`src/rtl/sff_pkg.sv`:
```
// Constants for the frame builder: register map, header layout, codes.
// Shared by the framer top and its coding helpers.
package sff_pkg;
  // Register byte offsets
  localparam logic [11:0] REG_CTRL   = 12'h000;
  localparam logic [11:0] REG_STATUS = 12'h004;
  localparam logic [11:0] REG_TXCNT  = 12'h008;
  localparam logic [11:0] REG_RXPHR  = 12'h00C;
  // Control fields
  localparam int CTRL_MODE_BIT = 0;
  localparam int CTRL_FEC_BIT  = 1;
  localparam logic CTRL_MODE_RST = 1'b0;
  localparam logic CTRL_FEC_RST  = 1'b0;
  // Status fields
  localparam int ST_BUSY_BIT = 0;
  localparam int ST_MODE_BIT = 1;
  localparam int ST_FEC_BIT  = 2;
  localparam int ST_RXH_BIT  = 3;
  localparam int ST_BAND_LSB = 4;
  localparam logic [1:0] BAND_863_870 = 2'h0;
  localparam int RXPHR_DW_BIT = 16;
  // Sync header
  localparam logic [3:0]  PRE_UNITS = 4'h8;
  localparam logic [7:0]  PRE_BYTE  = 8'h55;
  localparam logic [15:0] SFD0_UNC  = 16'h904E;
  localparam logic [15:0] SFD0_FEC  = 16'h6F4E;
  // PHY header layout
  localparam int PHR_MS_BIT  = 15;
  localparam int PHR_FCS_BIT = 12;
  localparam int PHR_DW_BIT  = 11;
  localparam int LEN_W = 11;
  localparam logic PHR_MS_VAL  = 1'b0;
  localparam logic PHR_FCS_VAL = 1'b0;
  localparam logic PHR_DW_VAL  = 1'b1;
  // Coding
  localparam logic [8:0] PN9_SEED = 9'h1FF;
  localparam logic [3:0] NRNSC_G0 = 4'hF;
  localparam logic [3:0] NRNSC_G1 = 4'hB;
  localparam logic [4:0] BITS_UNC = 5'h08;
  localparam logic [4:0] BITS_FEC = 5'h10;
  localparam logic [4:0] BITS_SFD = 5'h10;
  localparam logic [4:0] RX_PHR_LAST = 5'h0F;

  typedef enum logic [2:0] {
    PH_IDLE = 3'b000,
    PH_PRE  = 3'b001,
    PH_SFD  = 3'b010,
    PH_PHR  = 3'b011,
    PH_PAY  = 3'b100,
    PH_TAIL = 3'b101,
    PH_END  = 3'b110
  } sff_phase_t;
endpackage

```
`src/rtl/sff_framer.sv`:
```
// Frame builder and header scanner for an FSK radio link.
// Assumes the MAC and the modulator run on CLK_IN; no pin syncs.
// Behaviour
// Only ordinary data frames are built; no mode-switch frame exists here.
// Each frame opens with eight preamble units.
// Only the delimiter of selection zero is sent and searched for.
// The mode-switch bit of every sent header is zero.
// The FCS-type bit is sent as zero and ignored when received.
// The whitening bit of every sent header is one and the payload is whitened.
// The 863 to 870 MHz band is supported; others are optional.
// Operating mode one is always available; mode two is optional.
// Software picks the mode by a register; the block never changes it.
// FEC on or off comes from a register; when on, the NRNSC code is used.
// Code-symbol interleaving is applied with the NRNSC code.
// Mode and FEC settings are taken only while no frame is in progress.
//
// The APB interface to the registers and the placing of the registers were decided locally.
`timescale 1ns/1ns
module sff_framer
  import sff_pkg::*;
#(
  parameter bit MODE2_OK = 1'b1
) (
  // Clock and reset
  input  wire logic             CLK_IN,
  input  wire logic             RESET_IN,
  // APB slave
  input  wire logic             PSEL_IN,
  input  wire logic             PENABLE_IN,
  input  wire logic             PWRITE_IN,
  input  wire logic [11:0]      PADDR_IN,
  input  wire logic [31:0]      PWDATA_IN,
  output logic      [31:0]      PRDATA_OUT,
  output logic                  PREADY_OUT,
  output logic                  PSLVERR_OUT,
  // MAC transmit side
  input  wire logic             TX_START_IN,
  input  wire logic [LEN_W-1:0] TX_LEN_IN,
  input  wire logic [7:0]       TX_DATA_IN,
  input  wire logic             TX_VALID_IN,
  output logic                  TX_READY_OUT,
  output logic                  TX_DONE_OUT,
  // Modulator side
  output logic                  TX_BIT_OUT,
  output logic                  TX_BIT_VALID_OUT,
  input  wire logic             TX_BIT_READY_IN,
  output logic                  TX_MODE_OUT,
  output logic                  TX_FEC_OUT,
  // Demodulator and MAC receive side
  input  wire logic             RX_BIT_IN,
  input  wire logic             RX_BIT_VALID_IN,
  output logic                  RX_HDR_STB_OUT,
  output logic      [LEN_W-1:0] RX_LEN_OUT,
  output logic                  RX_DW_OUT
);
  typedef struct packed {
    sff_phase_t       ph;
    logic [3:0]       unit;
    logic [LEN_W-1:0] plen;
    logic [LEN_W-1:0] send;
    logic [LEN_W-1:0] fetch;
    logic [15:0]      sh;
    logic [4:0]       cnt;
    logic             valid;
    logic [8:0]       pn;
    logic [2:0]       enc;
    logic [7:0]       pbyte;
    logic             phave;
    logic             rdy;
    logic             done;
    logic             mode;
    logic             fec;
    logic             c_mode;
    logic             c_fec;
    logic [15:0]      txcnt;
    logic             pready;
    logic             pslverr;
    logic [31:0]      prdata;
    logic [15:0]      rsh;
    logic             rhdr;
    logic             rseen;
    logic [4:0]       rbits;
    logic [LEN_W-1:0] rlen;
    logic             rdw;
    logic             rstb;
  } sff_state_t;

  localparam sff_state_t ST_RST = '{
    ph: PH_IDLE,
    c_mode: CTRL_MODE_RST,
    c_fec: CTRL_FEC_RST,
    pn: PN9_SEED,
    default: '0
  };

  sff_state_t s_q;
  sff_state_t s_d;

  logic [15:0] phr;
  logic [7:0]  unit_byte;
  logic [7:0]  wh_byte;
  logic [8:0]  pn_nxt;
  logic [15:0] coded;
  logic [2:0]  enc_nxt;
  logic [15:0] unit_word;
  logic [4:0]  unit_bits;

  // Header fields fixed: no mode switch, FCS type zero, whitening on
  assign phr = {PHR_MS_VAL, 2'b00, PHR_FCS_VAL, PHR_DW_VAL, s_q.plen};

  // Byte feeding the coder for the unit about to load
  always_comb begin
    case (s_q.ph)
      PH_PHR: begin
        unit_byte = (s_q.unit == 4'h0) ? phr[15:8] : phr[7:0];
      end
      PH_PAY: begin
        unit_byte = wh_byte;
      end
      default: begin
        // Tail and idle feed zeros, which also flush the coder
        unit_byte = 8'h00;
      end
    endcase
  end

  sff_whiten u_whiten (
    .data_in  (s_q.pbyte),
    .pn_in    (s_q.pn),
    .data_out (wh_byte),
    .pn_out   (pn_nxt)
  );

  sff_fec u_fec (
    .data_in  (unit_byte),
    .mem_in   (s_q.enc),
    .code_out (coded),
    .mem_out  (enc_nxt)
  );

  // Coded bytes go out as sixteen interleaved bits
  assign unit_word = s_q.fec ? coded : {unit_byte, 8'h00};
  assign unit_bits = s_q.fec ? BITS_FEC : BITS_UNC;

  always_comb begin
    logic [15:0] rnew;
    logic        busy;
    logic        apb_setup;
    logic        apb_wr_ctrl;
    logic        tx_go;
    logic        tx_take;
    logic        mac_take;
    logic        rx_sfd;
    logic        rx_last;
    rnew = {s_q.rsh[14:0], RX_BIT_IN};
    busy = (s_q.ph != PH_IDLE);
    // Setup only; the access phase just completes what setup prepared
    apb_setup = PSEL_IN && !PENABLE_IN;
    apb_wr_ctrl = PSEL_IN && PENABLE_IN && s_q.pready && PWRITE_IN && (PADDR_IN == REG_CTRL);
    // A start while busy is dropped, never queued
    tx_go = !busy && TX_START_IN;
    tx_take = s_q.valid && TX_BIT_READY_IN;
    mac_take = s_q.rdy && TX_VALID_IN;
    // One delimiter only; the coded one when FEC is selected
    rx_sfd = (rnew == (s_q.c_fec ? SFD0_FEC : SFD0_UNC));
    rx_last = (s_q.rbits == RX_PHR_LAST);
    s_d = s_q;
    s_d.done = 1'b0;
    s_d.rstb = 1'b0;

    // APB: answer prepared in setup, so access completes at once
    s_d.pready = apb_setup;
    if (apb_setup) begin
      s_d.pslverr = 1'b0;
      s_d.prdata = 32'h0000_0000;
      case (PADDR_IN)
        REG_CTRL: begin
          s_d.prdata[CTRL_MODE_BIT] = s_q.c_mode;
          s_d.prdata[CTRL_FEC_BIT] = s_q.c_fec;
        end
        REG_STATUS: begin
          s_d.prdata[ST_BUSY_BIT] = busy;
          s_d.prdata[ST_MODE_BIT] = s_q.mode;
          s_d.prdata[ST_FEC_BIT] = s_q.fec;
          s_d.prdata[ST_RXH_BIT] = s_q.rseen;
          s_d.prdata[ST_BAND_LSB +: 2] = BAND_863_870;
        end
        REG_TXCNT: begin
          s_d.prdata[15:0] = s_q.txcnt;
        end
        REG_RXPHR: begin
          s_d.prdata[LEN_W-1:0] = s_q.rlen;
          s_d.prdata[RXPHR_DW_BIT] = s_q.rdw;
        end
        default: begin
          // Unmapped: error flagged, any write dropped
          s_d.pslverr = 1'b1;
        end
      endcase
    end
    if (apb_wr_ctrl) begin
      // Mode two stays unselectable when not built in
      s_d.c_mode = PWDATA_IN[CTRL_MODE_BIT] & MODE2_OK;
      s_d.c_fec = PWDATA_IN[CTRL_FEC_BIT];
    end

    // Frame start: settings frozen for the whole frame
    if (tx_go) begin
      s_d.ph = PH_PRE;
      s_d.unit = 4'h0;
      s_d.plen = TX_LEN_IN;
      s_d.send = TX_LEN_IN;
      s_d.fetch = TX_LEN_IN;
      s_d.mode = s_q.c_mode;
      s_d.fec = s_q.c_fec;
      s_d.pn = PN9_SEED;
      s_d.enc = 3'h0;
      s_d.phave = 1'b0;
    end

    // Modulator takes one bit, msb first
    if (tx_take) begin
      s_d.sh = {s_q.sh[14:0], 1'b0};
      s_d.cnt = s_q.cnt - 5'h01;
    end

    // Payload byte prefetch from the MAC
    if (mac_take) begin
      s_d.pbyte = TX_DATA_IN;
      s_d.phave = 1'b1;
      s_d.fetch = s_q.fetch - 1'b1;
    end

    // Next unit loads one cycle after the last bit left
    if (s_q.cnt == 5'h00) begin
      case (s_q.ph)
        PH_IDLE: begin
          // Nothing to load; must not undo a start taken in this cycle
        end
        PH_PRE: begin
          s_d.sh = {PRE_BYTE, 8'h00};
          s_d.cnt = BITS_UNC;
          s_d.unit = s_q.unit + 4'h1;
          if (s_q.unit == PRE_UNITS - 4'h1) begin
            s_d.ph = PH_SFD;
          end
        end
        PH_SFD: begin
          // Only selection zero exists; no mode-switch frame path
          s_d.sh = s_q.fec ? SFD0_FEC : SFD0_UNC;
          s_d.cnt = BITS_SFD;
          s_d.unit = 4'h0;
          s_d.ph = PH_PHR;
        end
        PH_PHR: begin
          s_d.sh = unit_word;
          s_d.cnt = unit_bits;
          s_d.enc = enc_nxt;
          s_d.unit = s_q.unit + 4'h1;
          if (s_q.unit == 4'h1) begin
            if (s_q.send != '0) begin
              s_d.ph = PH_PAY;
            end else begin
              s_d.ph = s_q.fec ? PH_TAIL : PH_END;
            end
          end
        end
        PH_PAY: begin
          // A late MAC byte stalls the bit stream, not the frame
          if (s_q.phave) begin
            s_d.sh = unit_word;
            s_d.cnt = unit_bits;
            s_d.enc = enc_nxt;
            s_d.pn = pn_nxt;
            s_d.phave = 1'b0;
            s_d.send = s_q.send - 1'b1;
            if (s_q.send == 1) begin
              s_d.ph = s_q.fec ? PH_TAIL : PH_END;
            end
          end
        end
        PH_TAIL: begin
          // Zero byte flushes the encoder memory
          s_d.sh = unit_word;
          s_d.cnt = unit_bits;
          s_d.enc = enc_nxt;
          s_d.ph = PH_END;
        end
        PH_END: begin
          // Idle from the next cycle, so a start can follow the done pulse
          s_d.ph = PH_IDLE;
          s_d.done = 1'b1;
          s_d.txcnt = s_q.txcnt + 16'h0001;
        end
        default: begin
          s_d.ph = PH_IDLE;
        end
      endcase
    end
    // One unit shifts at a time, so one counter serves every phase
    s_d.valid = (s_d.cnt != 5'h00);
    s_d.rdy = (s_d.ph != PH_IDLE) && (s_d.ph != PH_END) && !s_d.phave && (s_d.fetch != '0);

    // Receive: hunt for the one delimiter, then read the header if FEC is off
    if (RX_BIT_VALID_IN) begin
      s_d.rsh = rnew;
      if (!s_q.rhdr) begin
        if (rx_sfd) begin
          // Coded headers are left to the decoder downstream
          s_d.rhdr = ~s_q.c_fec;
          s_d.rbits = 5'h00;
        end
      end else begin
        s_d.rbits = s_q.rbits + 5'h01;
        if (rx_last) begin
          // FCS-type bit deliberately not looked at
          s_d.rhdr = 1'b0;
          s_d.rlen = rnew[LEN_W-1:0];
          s_d.rdw = rnew[PHR_DW_BIT];
          s_d.rstb = 1'b1;
          s_d.rseen = 1'b1;
        end
      end
    end
  end

  // Sync reset; every register clocks on every edge
  always_ff @(posedge CLK_IN) begin
    if (RESET_IN) begin
      s_q <= ST_RST;
    end else begin
      s_q <= s_d;
    end
  end

  // Outputs are state bits, no logic after the flops
  assign PRDATA_OUT = s_q.prdata;
  assign PREADY_OUT = s_q.pready;
  assign PSLVERR_OUT = s_q.pslverr;
  assign TX_READY_OUT = s_q.rdy;
  assign TX_DONE_OUT = s_q.done;
  assign TX_BIT_OUT = s_q.sh[15];
  assign TX_BIT_VALID_OUT = s_q.valid;
  assign TX_MODE_OUT = s_q.mode;
  assign TX_FEC_OUT = s_q.fec;
  assign RX_HDR_STB_OUT = s_q.rstb;
  assign RX_LEN_OUT = s_q.rlen;
  assign RX_DW_OUT = s_q.rdw;
endmodule

```
`src/rtl/sff_whiten.sv`:
```
// Payload whitening: advances the PN9 sequence by one byte.
// Purely combinational; the caller holds the sequence state.
`timescale 1ns/1ns
module sff_whiten
  import sff_pkg::*;
(
  // Data
  input  wire logic [7:0] data_in,
  input  wire logic [8:0] pn_in,
  // Results
  output logic      [7:0] data_out,
  output logic      [8:0] pn_out
);
  logic [8:0] pn;

  always_comb begin
    pn = pn_in;
    data_out = 8'h00;
    // Bit 7 goes on air first, so it takes the first sequence bit
    for (int i = 7; i >= 0; i--) begin
      data_out[i] = data_in[i] ^ pn[0];
      pn = {pn[0] ^ pn[5], pn[8:1]};
    end
    pn_out = pn;
  end
endmodule

```
`src/rtl/sff_fec.sv`:
```
// Rate one half NRNSC encoder over one byte, then a 4x4
// code-symbol interleaver over the sixteen code bits.
// Combinational; the caller holds the encoder memory.
`timescale 1ns/1ns
module sff_fec
  import sff_pkg::*;
(
  // Data
  input  wire logic [7:0]  data_in,
  input  wire logic [2:0]  mem_in,
  // Results
  output logic      [15:0] code_out,
  output logic      [2:0]  mem_out
);
  logic [15:0] code;
  logic [2:0]  mem;
  logic [3:0]  win;

  always_comb begin
    mem = mem_in;
    code = 16'h0000;
    win = 4'h0;
    for (int i = 7; i >= 0; i--) begin
      win = {data_in[i], mem};
      code[2*i+1] = ^(win & NRNSC_G0);
      code[2*i] = ^(win & NRNSC_G1);
      mem = win[3:1];
    end
    mem_out = mem;
  end

  // Transpose spreads adjacent code bits four places apart
  for (genvar g = 0; g < 16; g++) begin : g_ilv
    assign code_out[g] = code[(g % 4) * 4 + g / 4];
  end
endmodule

```
`config.mk`:
```
export PLATFORM = sky130hd
export DESIGN_NAME = sff_framer
export DESIGN_NICKNAME = d
export VERILOG_FILES = /design/src/rtl/sff_pkg.sv /design/src/rtl/sff_framer.sv /design/src/rtl/sff_whiten.sv /design/src/rtl/sff_fec.sv
export SDC_FILE = /design/constraint.sdc
export NUM_CORES = 1
export LEC_CHECK = 0
export ABC_AREA = 1
export ABC_CLOCK_PERIOD_IN_PS = 2200
export BUFFER_PORTS_ARGS = -buffer_cell sky130_fd_sc_hd__buf_2
export CORE_ASPECT_RATIO = 0.8
export CORE_MARGIN = 2
export CORE_UTILIZATION = 55
export DETAILED_ROUTE_END_ITERATION = 6
export PLACE_DENSITY = 0.76
export SLEW_MARGIN = 0
export SYNTH_ARGS = -nofsm -noshare
export SYNTH_HDL_FRONTEND = slang
export SYNTH_SLANG_ARGS = --single-unit
```
`constraint.sdc`:
```
create_clock -name CLK_IN -period 2.2 [get_ports CLK_IN]
set_input_delay 0.44 -clock CLK_IN [delete_from_list [all_inputs] [get_ports CLK_IN]]
set_output_delay 0.44 -clock CLK_IN [all_outputs]
set_load 0.03 [all_outputs]
```
==> out/metrics.yaml <==
status:
  outcome: "complete, no violations"
global_routing:
  grt_most_used_layer: "met1"
  antenna_found_initial: 0
  use_met2: 0.3755
  gr-total-overflow: 0
  grt_pass1_wl_um: 35080
  grt_use_total: 0.2629
  first_global_vias: 7022
  met1_usage: 0.4006
  grt_max_degree: 69
  use_met3: 0.05125
timing:
  hold_viol_final: 0
  finalSetupViolCount: 0
  finalCriticalPeriod_ps: 2085
  period_share: 0.9479
  tightestPinTransition_ps: 504.7
  finalMaxSlewViolations: 0
  fin_skew_ps: 11.77
  slew_headroom: 0.6548
  max_freq_mhz: 479.5
yosys:
  synth_top_area_share: 0.3646
  yosys.area.top_type: "dfxtp_1"
  synth_seq_area_share: 0.3646
  ys.flop_type: "dfxtp_1"
  synth-edff-count: 0
  synth_area_leaders: "dfxtp_1 36%, nand2_1 11%, o21ai_0 6.1%, a21oi_1 5.7%, inv_1 5.6%"
  yosysWarnings: 0
  syn_area_um2: 8730
  ys_async_sr_fraction: 0
  ys_seq_elements: 159
  syn_avg_cell_area_um2: 6.989
  synthCells: 1249
  synthTopCellsByCount: "262 x nand2_1, 159 x dfxtp_1, 130 x inv_1"
  yosysMostFrequentCell: "nand2_1"
  synth_cell_type_count: 56
floorplanning:
  core_um2: 15650
  fp-row-count: 41
  die_area_um2: 16900
  die_x_um: 144.9
  io-pin-count: 126
  initial_core_util: 0.5579
  die_y_um: 116.7
clock_tree:
  cts_made_buffers: 17
  cts_hold_buf: 0
  cts_tree: "yes"
  cts_root_buffer: "clkbuf_16"
  clk-insertion-delay-late_ps: 450
  cts_max_path_buffers: 2
  h-tree-depth: 4
  clk_pin_slew_ps: 70
  clkSinkCount: 159
power:
  power.density_nw_per_um2: 893.6
  p_int_uw: 5563
  pwr-share-comb: 0.286
  p_leak_uw: 0.004178
  p_switching_uw: 3155
  switching_share: 0.3619
  clockPowerShare: 0.326
  power.share.sequential: 0.388
  irDropWorstVdd_uv: 578.7
critical_path:
  r2r_cells: 12
  crit_arrival_ps: 2410
  endpoint_kind: "register"
  cp_data_required_time_ps: 2530
  cp_max_fo: 8
  critPathKind: "reg -> reg"
  crit_path_start_kind: "register"
flow_run:
  maxCapViolations: 0
placed_design:
  port_buffers: 80
  place_area_um2: 9158
  hpwl_um: 15600
  globalplace.congestion: 0.9303
final_layout:
  fin_area_um2: 9757
  final_net_count: 1390
  num_antenna_cells: 0
  final_core_util: 0.6236
  syn2layout_area_growth_pct: 11.77
  drive_above_1_share: 0.1744
routing:
  num_vias: 8184
  routed_wl_um: 21720
  drt.antenna.violating_nets: 0
  first_pass_iters: 5
  wl_per_cell_um: 14.16
  drc_errors: 0
  vias_per_cell: 5.335
  drtIter0Drc: 925
min_path:
  hold_path_depth: 3
  hp-class: "in -> reg"
-- area by class of cell --
class,instances,area (um^2)
Inverter,151,575.6
Sequential cell,159,3183
Fill cell,1452,5889
Tap cell,215,269.0
Multi-Input combinational cell,868,4507
Clock buffer,18,439.2
Timing Repair Buffer,109,655.6
Clock inverter,14,127.6
-- final timing paths --
kind                               startpoint        to  slack (ps)
worst min-delay path            TX_DATA_IN[0]   s_q[93]         250
worst max-delay path                 s_q[114]  s_q[153]         110
worst min register to register        s_q[16]   s_q[16]         460
worst max register to register       s_q[114]  s_q[153]         110
-- sequential cells by signal, indices dropped and copies added, names as in the netlist, 11 cells and up --
signal and count:
RX_LEN_OUT 11, PRDATA_OUT 17, phr 11, s_q 110
-- critical path, cell delays in order, from the launching register on --
cell     delay (ps)
dfxtp_1         320
inv_1            80
ha_2            200
nand4_1         240
buf_4           220
buf_4           170
nor2_1          140
inv_1            70
nor2_1          100
buf_4           180
inv_1            70
nor2_1          110
a21oi_1          70
-- power by group through the flow --
stage	clock (uW)	sequential, uW	combinational [uW]
finish	2840	3390	2490
global placement	0	3430	2280
CTS	2870	3380	2340
floorplan	0	3460	1720
detailed placement	0	3440	2310
global route	3000	3420	2800
-- per-layer routing --
layer	up-vias	wire length, um
met5	-	0
met4	0	306
met3	30	1383
met2	268	9350
met1	3725	10680
li1	4161	-
-- stage by stage --
step	setup TNS, ps	hold slack (ps)	cells	total power (uW)	worst slack, ps
2_1_floorplan	0	436.5	1263	5179	456.4
3_3_place_gp	0	448.4	1498	5713	144.5
3_5_place_dp	0	452.1	1498	5756	124.5
4_1_cts	0	243.8	1530	8591	78.67
5_1_grt	-50.97	264.6	1534	9229	-28.91
6_report	0	247.2	1534	8718	114.6
-- cells in the final DEF (no fill, tap or decap), types with 4 or more instances in the layout --
cell type and n:
nor4_1 5, buf_2 80, nand3_2 4, inv_1 128, o21ai_0 107, xor2_1 14, a211oi_1 7, xnor2_1 9
nor3_1 11, o21ai_1 9, ha_1 10, inv_6 4, o211ai_1 18, nor2_1 110, nand2_2 16, nand2_1 262
dfxtp_1 159, conb_1 15, nand2_4 11, o221ai_1 6, nand4_1 15, nand3_1 70, a21oi_1 99, or2_2 10
buf_4 26, o22ai_1 13, a31oi_1 9, nand3_4 4, inv_2 18, clkbuf_16 17, nor2_2 7
-- repair_timing --
item	4_1_cts	5_1_grt
gates resized for setup	0	2
setup endpoints to repair	0	8
setup buffers	0	4
-- logic make-up (layout without fill, tap and decap cells) --
family,count (synthesis),after routing,synth area share
xor gates and xnor gates,25,25,0.02809
AOI/OAI and AO/OA,280,280,0.1790
DFF,159,159,0.3646
adders and majority gates,11,11,0.01577
other,1,15,0.0004296
buffers and inverters,236,292,0.1254
and+or+nand+nor,537,537,0.2867
Power figures use the tool's default switching activity.
